File: config.mk
export PLATFORM = sky130hd
export DESIGN_NAME = fpp_config_host
export DESIGN_NICKNAME = d
export VERILOG_FILES = /design/src/rtl/fpp_pkg.sv /design/src/rtl/sync2.sv /design/src/rtl/cfg_clk_gen.sv /design/src/rtl/fpp_config_host.sv
export VERILOG_INCLUDE_DIRS = /design/src /design/src/rtl
export SDC_FILE = /design/constraint.sdc
export NUM_CORES = 1
export LEC_CHECK = 0
export ABC_AREA = 1
export BUFFER_PORTS_ARGS = -buffer_cell sky130_fd_sc_hd__buf_2
export CORE_MARGIN = 8
export CORE_UTILIZATION = 55
export CTS_CLUSTER_SIZE = 40
export DETAILED_ROUTE_END_ITERATION = 10
export PLACE_DENSITY = 0.81
export SLEW_MARGIN = 40
export SYNTH_ARGS = -nofsm -noshare
export SYNTH_HDL_FRONTEND = slang
export SYNTH_SLANG_ARGS = --single-unit
File: constraint.sdc
create_clock -name i_mclk -period 6.9 [get_ports i_mclk]
set_input_delay 1.035 -clock i_mclk [delete_from_list [all_inputs] [get_ports i_mclk]]
set_output_delay 1.035 -clock i_mclk [all_outputs]
set_load 0.02 [all_outputs]
File: src/rtl/fpp_params.svh
// constants for the fast passive parallel configuration host
`ifndef FPP_PARAMS_SVH
`define FPP_PARAMS_SVH
`define CLK_MHZ 100
`define POR_LONG_MS 100
`define POR_SHORT_MS 2
`define REQ_LOW_US 2
`define ST2CK_US 2
`define CF2CK_US 100
`define TAIL_CLKS 64
`define CLK_HALF 4
`define REG_CTRL 8'h00
`define REG_DATA 8'h04
`define REG_STAT 8'h08
`define CTRL_START 0
`define CTRL_UCLK 1
`define CTRL_REQ 2
`define DATA_LAST 8
`define BYTE_IDLE 8'hff
`endif

File: src/rtl/fpp_pkg.sv
// types shared by the configuration host
package fpp_pkg;
  typedef enum logic [3:0] {
    S_POR = 4'h0,
    S_IDLE = 4'h1,
    S_REQ = 4'h2,
    S_REQWAIT = 4'h3,
    S_WAITST = 4'h4,
    S_SETTLE = 4'h5,
    S_LOAD = 4'h6,
    S_TAIL = 4'h7,
    S_DONE = 4'h8,
    S_ERROR = 4'h9
  } host_state_t;
endpackage

File: src/rtl/sync2.sv
// two flip-flop synchroniser for pin levels
`timescale 1ns/10ps
`default_nettype none
module sync2 #(
  parameter int W = 1
) (
  input wire logic i_mclk,
  input wire logic i_rstn,
  input wire logic [W-1:0] i_d,
  output logic [W-1:0] o_q
);
  logic [W-1:0] meta;

  // first stage feeds only the second
  always_ff @(posedge i_mclk or negedge i_rstn) begin
    if (!i_rstn) begin
      meta <= '0;
      o_q <= '0;
    end else begin
      meta <= i_d;
      o_q <= meta;
    end
  end
endmodule
`default_nettype wire

File: src/rtl/cfg_clk_gen.sv
// one configuration clock pulse per request, low then high
`timescale 1ns/10ps
`default_nettype none
module cfg_clk_gen #(
  parameter int HALF = 4
) (
  input wire logic i_mclk,
  input wire logic i_rstn,
  input wire logic i_go,
  output logic o_clk,
  output logic o_busy
);
  logic [7:0] cnt;

  // low half gives data setup, high half ends with the fall so data holds a half period
  always_ff @(posedge i_mclk or negedge i_rstn) begin
    if (!i_rstn) begin
      cnt <= 8'h00;
      o_clk <= 1'b0;
      o_busy <= 1'b0;
    end else if (!o_busy) begin
      cnt <= 8'h00;
      o_clk <= 1'b0;
      o_busy <= i_go;
    end else begin
      cnt <= cnt + 8'h01;
      if (cnt == 8'(HALF - 1)) begin
        o_clk <= 1'b1;
      end
      if (cnt == 8'(2 * HALF - 1)) begin
        o_clk <= 1'b0;
        o_busy <= 1'b0;
      end
    end
  end
endmodule
`default_nettype wire

File: src/rtl/fpp_config_host.sv
// configuration source: streams bytes from apb writes to the target over the parallel link
// Notes on behaviour
// - one byte per configuration clock cycle
// - bytes sent uncompressed, decompression done before software writes them
// - own power-on delay holds enable low
// - target should finish power-on first
// - release open-drain line after power-on
// - holding request or status low postpones start
// - clock data once status line goes high
// - go quiet when completion line rises
// - user clock at most 100 MHz
// - at end drive clock low, bytes high
// - request line driven by init request output
// - 64 clocks for completion, else flag failure
// - reconfigure with request low at least 2 us
`include "fpp_params.svh"
`timescale 1ns/10ps
`default_nettype none
module fpp_config_host
  import fpp_pkg::*;
#(
  parameter int unsigned POR_LONG_CYC = `POR_LONG_MS * 1000 * `CLK_MHZ,
  parameter int unsigned POR_SHORT_CYC = `POR_SHORT_MS * 1000 * `CLK_MHZ,
  parameter int unsigned CF2CK_CYC = `CF2CK_US * `CLK_MHZ
) (
  input wire logic i_mclk,
  input wire logic i_rstn,
  input wire logic i_psel,
  input wire logic i_penable,
  input wire logic i_pwrite,
  input wire logic [7:0] i_paddr,
  input wire logic [31:0] i_pwdata,
  output logic [31:0] o_prdata,
  output logic o_pready,
  output logic o_pslverr,
  input wire logic i_por_select,
  input wire logic i_status_line,
  output logic o_status_out,
  output logic o_status_oe,
  input wire logic i_complete_line,
  input wire logic i_request_line,
  output logic o_request_out,
  output logic o_request_oe,
  output logic o_config_clock,
  output logic [7:0] o_config_byte,
  output logic o_user_clock
);
  localparam logic [23:0] REQ_CYC = 24'(`REQ_LOW_US * `CLK_MHZ);
  localparam logic [23:0] ST2CK_CYC = 24'(`ST2CK_US * `CLK_MHZ);
  localparam logic [23:0] POR_L = 24'(POR_LONG_CYC);
  localparam logic [23:0] POR_S = 24'(POR_SHORT_CYC);
  localparam logic [23:0] CF2CK = 24'(CF2CK_CYC);
  localparam logic [6:0] TAIL_N = 7'(`TAIL_CLKS);

  logic rst_meta;
  logic rst_n;
  logic status_s;
  logic complete_s;
  logic por_sel_s;
  logic request_s;
  host_state_t state;
  host_state_t next_state;
  logic [23:0] cnt;
  logic [23:0] por_lim;
  logic [6:0] tail_n;
  logic busy;
  logic last_q;
  logic uclk_en;
  logic use_req;
  logic err;
  logic access;
  logic setup;
  logic hit_ctrl;
  logic hit_data;
  logic hit_stat;
  logic data_wr;
  logic data_go;
  logic tail_go;
  logic start;
  logic quiet;

  // reset released through two flops so every block leaves reset together
  always_ff @(posedge i_mclk or negedge i_rstn) begin
    if (!i_rstn) begin
      rst_meta <= 1'b0;
      rst_n <= 1'b0;
    end else begin
      rst_meta <= 1'b1;
      rst_n <= rst_meta;
    end
  end

  // pin levels from the link and the strap
  sync2 #(
    .W(4)
  ) u_sync (
    .i_mclk(i_mclk),
    .i_rstn(rst_n),
    .i_d({i_status_line, i_complete_line, i_por_select, i_request_line}),
    .o_q({status_s, complete_s, por_sel_s, request_s})
  );

  // apb decode; only a data write in the load state that finds the clock busy is stalled
  assign access = i_psel && i_penable;
  assign setup = i_psel && !i_penable;
  assign hit_ctrl = (i_paddr == `REG_CTRL);
  assign hit_data = (i_paddr == `REG_DATA);
  assign hit_stat = (i_paddr == `REG_STAT);
  assign data_wr = access && i_pwrite && hit_data;
  assign o_pready = !(data_wr && state == S_LOAD && busy);
  assign o_pslverr = access && !(hit_ctrl || hit_data || hit_stat);
  assign data_go = data_wr && state == S_LOAD && !busy;
  assign start = access && i_pwrite && hit_ctrl && i_pwdata[`CTRL_START];
  assign quiet = (state == S_IDLE) || (state == S_DONE) || (state == S_ERROR);

  // read data captured in the setup phase, stable through the access
  always_ff @(posedge i_mclk or negedge rst_n) begin
    if (!rst_n) begin
      o_prdata <= 32'h0000_0000;
    end else if (setup && !i_pwrite) begin
      if (hit_ctrl) begin
        o_prdata <= {29'h0, use_req, uclk_en, 1'b0};
      end else if (hit_stat) begin
        o_prdata <= {22'h0, request_s, err, state, status_s, complete_s, busy, last_q};
      end else begin
        o_prdata <= 32'h0000_0000;
      end
    end
  end

  // control bits written by software
  always_ff @(posedge i_mclk or negedge rst_n) begin
    if (!rst_n) begin
      uclk_en <= 1'b0;
      use_req <= 1'b0;
    end else if (access && i_pwrite && hit_ctrl) begin
      uclk_en <= i_pwdata[`CTRL_UCLK];
      use_req <= i_pwdata[`CTRL_REQ];
    end
  end

  // own power-on delay picked by the strap; long default lets the target finish first
  assign por_lim = por_sel_s ? POR_S : POR_L;

  // state sequencing
  always_comb begin
    next_state = state;
    case (state)
      S_POR: begin
        if (cnt >= por_lim - 24'h1) begin
          next_state = S_IDLE;
        end
      end
      S_IDLE, S_DONE, S_ERROR: begin
        if (start) begin
          next_state = use_req ? S_REQ : S_WAITST;
        end
      end
      S_REQ: begin
        if (cnt == REQ_CYC - 24'h1) begin
          next_state = S_REQWAIT;
        end
      end
      S_REQWAIT: begin
        if (cnt == CF2CK - 24'h1) begin
          next_state = S_WAITST;
        end
      end
      S_WAITST: begin
        if (status_s) begin
          next_state = S_SETTLE;
        end
      end
      S_SETTLE: begin
        if (!status_s) begin
          next_state = S_WAITST;
        end else if (cnt == ST2CK_CYC - 24'h1) begin
          next_state = S_LOAD;
        end
      end
      S_LOAD: begin
        if (complete_s) begin
          next_state = S_DONE;
        end else if (!status_s) begin
          next_state = S_ERROR;
        end else if (last_q && !busy && !data_go) begin
          next_state = S_TAIL;
        end
      end
      S_TAIL: begin
        if (complete_s) begin
          next_state = S_DONE;
        end else if (!status_s || (tail_n == TAIL_N && !busy)) begin
          next_state = S_ERROR;
        end
      end
      default: begin
        next_state = S_POR;
      end
    endcase
  end

  always_ff @(posedge i_mclk or negedge rst_n) begin
    if (!rst_n) begin
      state <= S_POR;
    end else begin
      state <= next_state;
    end
  end

  // one shared delay counter, restarted on every state change
  always_ff @(posedge i_mclk or negedge rst_n) begin
    if (!rst_n) begin
      cnt <= 24'h0;
    end else if (next_state != state) begin
      cnt <= 24'h0;
    end else if (cnt != 24'hff_ffff) begin
      cnt <= cnt + 24'h1;
    end
  end

  // trailing clocks after the last byte while waiting for completion
  assign tail_go = (state == S_TAIL) && !busy && (tail_n != TAIL_N) && !complete_s;
  always_ff @(posedge i_mclk or negedge rst_n) begin
    if (!rst_n) begin
      tail_n <= 7'h0;
    end else if (state != S_TAIL) begin
      tail_n <= 7'h0;
    end else if (tail_go) begin
      tail_n <= tail_n + 7'h1;
    end
  end

  cfg_clk_gen #(
    .HALF(`CLK_HALF)
  ) u_clk (
    .i_mclk(i_mclk),
    .i_rstn(rst_n),
    .i_go(data_go || tail_go),
    .o_clk(o_config_clock),
    .o_busy(busy)
  );

  // bytes pass through untouched; any compression is undone before software writes them
  always_ff @(posedge i_mclk or negedge rst_n) begin
    if (!rst_n) begin
      o_config_byte <= `BYTE_IDLE;
      last_q <= 1'b0;
    end else if (data_go) begin
      o_config_byte <= i_pwdata[7:0];
      last_q <= i_pwdata[`DATA_LAST];
    end else if (state != S_LOAD) begin
      // on completion the rising edge of any pulse in flight has already passed; on an abort to error the byte parks even before it rises
      o_config_byte <= `BYTE_IDLE;
      last_q <= 1'b0;
    end
  end

  // failure flag, kept until the next start
  always_ff @(posedge i_mclk or negedge rst_n) begin
    if (!rst_n) begin
      err <= 1'b0;
    end else if (next_state == S_ERROR) begin
      err <= 1'b1;
    end else if (start && quiet) begin
      err <= 1'b0;
    end
  end

  // open-drain drives: only ever pull low
  assign o_status_out = 1'b0;
  assign o_request_out = 1'b0;
  assign o_status_oe = (state == S_POR) || (state == S_ERROR);
  assign o_request_oe = (state == S_REQ);

  // user start-up clock at half the system rate keeps it under the limit
  always_ff @(posedge i_mclk or negedge rst_n) begin
    if (!rst_n) begin
      o_user_clock <= 1'b0;
    end else if (uclk_en) begin
      o_user_clock <= !o_user_clock;
    end else begin
      o_user_clock <= 1'b0;
    end
  end
endmodule
`default_nettype wire

==> flow_summary.rst <==
.. list-table::
   :header-rows: 1

   * - Metric
     - Value
   * - Outcome
     - finished, final reports clean
   * - Antenna diode instance count
     - 0
   * - Chip height
     - approximately 110 um
   * - # placed instances
     - between 700 and 800
   * - Post-synthesis share of cell area spent on and, or, nand and nor gates
     - 0.326
   * - Cell count after synthesis
     - between 500 and 600
   * - Most used cell along the critical path
     - buf_2
   * - Via count of the first global-routing pass
     - 3,732
   * - Layout Skew
     - about 12 ps
   * - Number of H-tree levels
     - 3
   * - Final number of max-transition violations
     - 0
   * - Proportion of synthesized area in mux cells
     - 0.00236
   * - Shortest period the worst path allows
     - 3260 ps
   * - Top-area cell type share of the netlist area
     - 0.367
   * - Global routing met3 resource utilization
     - 0.0396
   * - Pin count of the biggest net entering global routing
     - 43
   * - Path depth of the worst reg2reg path
     - 11
   * - Longest individual stage delay on the worst path
     - approximately 380 ps
   * - Power density over cell area
     - approximately 160 nW/um^2
   * - Final cell count without fillers
     - between 700 and 800
   * - Share of the cycle needed by the critical path after routing
     - 0.473
   * - Setup crit end kind
     - primary output
   * - Slew at the pin closest to its max-slew limit
     - ~740 ps
   * - Rel. slew slack
     - 0.503
   * - Number of buffers on the longest clock path
     - 2
   * - Peak fanout along the critical path
     - 11
   * - Clock tree from TritonCTS
     - built
   * - Post-CTS Hold Buffers
     - 0
   * - Max-cap check violation count
     - 0
   * - Total die area
     - around 12,000 sq um
   * - Layout overhead on the synthesized area
     - 8.47%
   * - Data required time of the critical path
     - roughly 5900 ps
   * - Path class of the lowest-slack min-delay path
     - flop to asynchronous set/reset pin
   * - I/O pin cnt
     - 97
   * - TritonCTS buffer count
     - 9
   * - GRT overflow
     - 0
   * - First-pass GRT wire length
     - approximately 17,000 um
   * - Setup Viol. Count Final
     - 0
   * - Post-Synth Adder-Cell Area
     - 0.0393
   * - Final ANT Viol Nets
     - 0
   * - Post-Route Setup TNS
     - 0 ps
   * - Async set-or-reset flop fraction in the synthesized netlist
     - 1.00
   * - Fraction of synthesized cell area in xor and xnor cells
     - 0.0275
   * - Global routing met2 resource utilization
     - 0.278
   * - Clock input transition at the sequential cells of the worst setup and hold paths
     - 100 ps
   * - Number of distinct library cells after synthesis
     - 42
   * - Area leader, netlist
     - dfrtp_1
   * - Skew-Pair Late Insertion Delay
     - about 360 ps
   * - Via count of the routed design
     - about 4,000
   * - Width of the die
     - 109 um
   * - CP cell instances
     - buf_2 -> nor2_1 -> nand2_1 -> inv_1 -> nand4_1 -> nand3_1 -> nor3_1 -> buf_2
   * - CP startpoint kind
     - primary input
   * - Setup repair after global routing missed its margin
     - false
   * - Post-detailed-route wirelength per cell
     - 13.3 um
   * - Top post-synthesis cells by area
     - dfrtp_1 (37%), nand2_1 (8.3%), nor2_4 (5.9%)
   * - DR iter-0 viols
     - between 200 and 300
   * - Post-DP HPWL
     - between 7000 and 8000 um
   * - Placeable core area
     - roughly 8600 sq um
   * - Placement row count
     - 34
   * - Combinational family with the most area after synthesis
     - simple AND/OR/NAND/NOR gates
   * - Buffers and inverters on the worst path
     - 3
   * - Leading cell type by number of instances after synthesis
     - nand2_1
   * - Arrival time at the worst endpoint
     - around 2200 ps
   * - DRC violation count after routing
     - 0
   * - Number of clock sinks seen by CTS
     - slightly below 80
   * - Count of port buffers added during placement
     - between 40 and 50
   * - Leading cell types by count after synthesis
     - nand2_1 (105), nor2_1 (71), dfrtp_1 (70), inv_1 (67), nand3_1 (40)
   * - Number of warning messages in the yosys log
     - 0
   * - Proportion of synthesized chip area in sequential cells
     - 0.411
   * - Pleak
     - between 2 and 2.5 nW
   * - Via count normalized by instance count
     - 5.24
   * - Primary flip-flop cell chosen by synthesis mapping
     - dfrtp_1
   * - Setup fix buffers added after clock tree synthesis
     - 0
   * - Netlist Area Pre-Place
     - 4770 sq um
   * - Gr usage total
     - 0.175
   * - Number of hold-slack violations in the final timing report
     - 0
   * - Peak VDD IR
     - roughly 0.00011 V
   * - Achievable clock frequency
     - 307 MHz
   * - Instance count on the critical path
     - 8
   * - First-pass iteration count of the detailed router
     - 6
   * - Resize count post-CTS
     - 0
   * - Most crowded layer after global routing
     - met2
   * - Library cell used as clock root buffer
     - clkbuf_8
   * - Compound-gate portion of the synthesized area
     - 0.0776
   * - Synth Register Bits
     - 78
   * - Mapped Avg Cell Area
     - slightly above 8 sq um
   * - Placer's final routability congestion estimate
     - roughly 0.91
   * - Routed WL
     - a little under 10,000 um
   * - Proportion of layout cells with a drive suffix above 1
     - 0.225
   * - Post-layout nets
     - between 600 and 700
   * - Met1 usage in global routing
     - 0.232
   * - Starting utilization of the core area
     - 0.558
   * - Number of flops mapped to enable cells by yosys
     - 0
   * - Critical path start-end classification
     - primary input to primary output
   * - Slowest-stage cell, CP
     - nand4_1
   * - Kind of cell adding the most delay to the critical path
     - simple AND/OR/NAND/NOR gates
   * - Antenna violations before repair
     - 0
## metrics by stage
step | power [mW] | hold slack, ps | util | setup WS [ps] | area, sq um
6_report | 0.845 | 272 | 0.605 | 3640 | 5180
5_1_grt | 0.877 | 319 | 0.605 | 3550 | 5180
4_1_cts | 0.852 | 351 | 0.605 | 3630 | 5170
3_5_place_dp | 0.525 | 335 | 0.583 | 3630 | 4990
3_3_place_gp | 0.523 | 335 | 0.583 | 3680 | 4990
2_1_floorplan | 0.517 | 331 | - | 3710 | 4860
## path summary, 6_finish.rpt
check / to / slack (ps) / start
worst max-delay path: o_pslverr / 3640 / i_paddr[7]
max in group asynchronous: cnt[22]$_DFFE_PN0P_ / 5730 / rst_n$_DFF_PN0_
min in group i_mclk: u_sync.o_q[3]$_DFF_PN0_ / 350 / u_sync.meta[3]$_DFF_PN0_
worst min-delay path: u_clk.cnt[4]$_DFF_PN0_ / 270 / rst_n$_DFF_PN0_
worst min register to register: u_clk.cnt[4]$_DFF_PN0_ / 270 / rst_n$_DFF_PN0_
worst max register to register: cnt[0]$_DFFE_PN0P_ / 4210 / u_sync.o_q[1]$_DFF_PN0_
## layout by cell type, fill, tap and decap left out, types with 4 or more instances in the layout
master / Yosys / layout
dfstp_2: 8 / 8
o31ai_1: 8 / 8
nand2_1: 105 / 105
nand4_1: 15 / 15
conb_1: 2 / 25
ha_1: 15 / 15
clkbuf_8: 0 / 9
nor3_1: 7 / 7
dfrtp_1: 70 / 69
a21oi_1: 17 / 17
nor2_1: 71 / 71
nor3_2: 4 / 4
buf_2: 2 / 49
nand3_1: 40 / 40
nor2_4: 25 / 25
inv_2: 8 / 8
o22ai_1: 9 / 9
o21ai_0: 19 / 19
nand2_2: 12 / 12
xor2_1: 12 / 12
inv_1: 67 / 67
nor2_2: 8 / 8
## logic make-up (layout without fill, tap and decap cells)
group                      count (synthesis)  after routing
muxes                                      1              1
adders and majority gates                 15             15
DFF                                       78             78
AOI/OAI and AO/OA                         62             62
xor gates and xnor gates                  15             15
and+or+nand+nor                          298            298
other                                      2             25
buffers and inverters                    109            142
## registers in the layout, summed over array words and instances (netlist names)
register       flops
cnt               24
err                1
last_q             1
o_config_byte      8
o_prdata          10
o_user_clock       1
rst_meta           1
rst_n              1
state              4
tail_n             7
u_clk.cnt          8
u_clk.o_busy       1
u_clk.o_clk        1
u_sync.meta        4
u_sync.o_q         4
uclk_en            1
use_req            1
## final cells by class
type | count | area [sq um]
inverter | 76 | 285
timing repair buffer | 50 | 253
sequential | 78 | 1970
fill | 729 | 3370
multi-input combinational | 416 | 2350
tap | 108 | 135
clock buffer | 9 | 124
clock inverter | 7 | 62.6
## where the power goes
part	switching (mW)	leakage (nW)	internal (mW)
Sequential	0.00709	1.00	0.463
Clock	0.191	0.0863	0.138
Combinational	0.0332	1.41	0.0123
## layer usage
layer  vias to the layer above  share of wire
met2                       114           0.47
met3                        17          0.064
met1                      1840           0.45
li1                       1925              -
met5                         -              0
met4                         0          0.015
(Power assumes the default switching activity.)
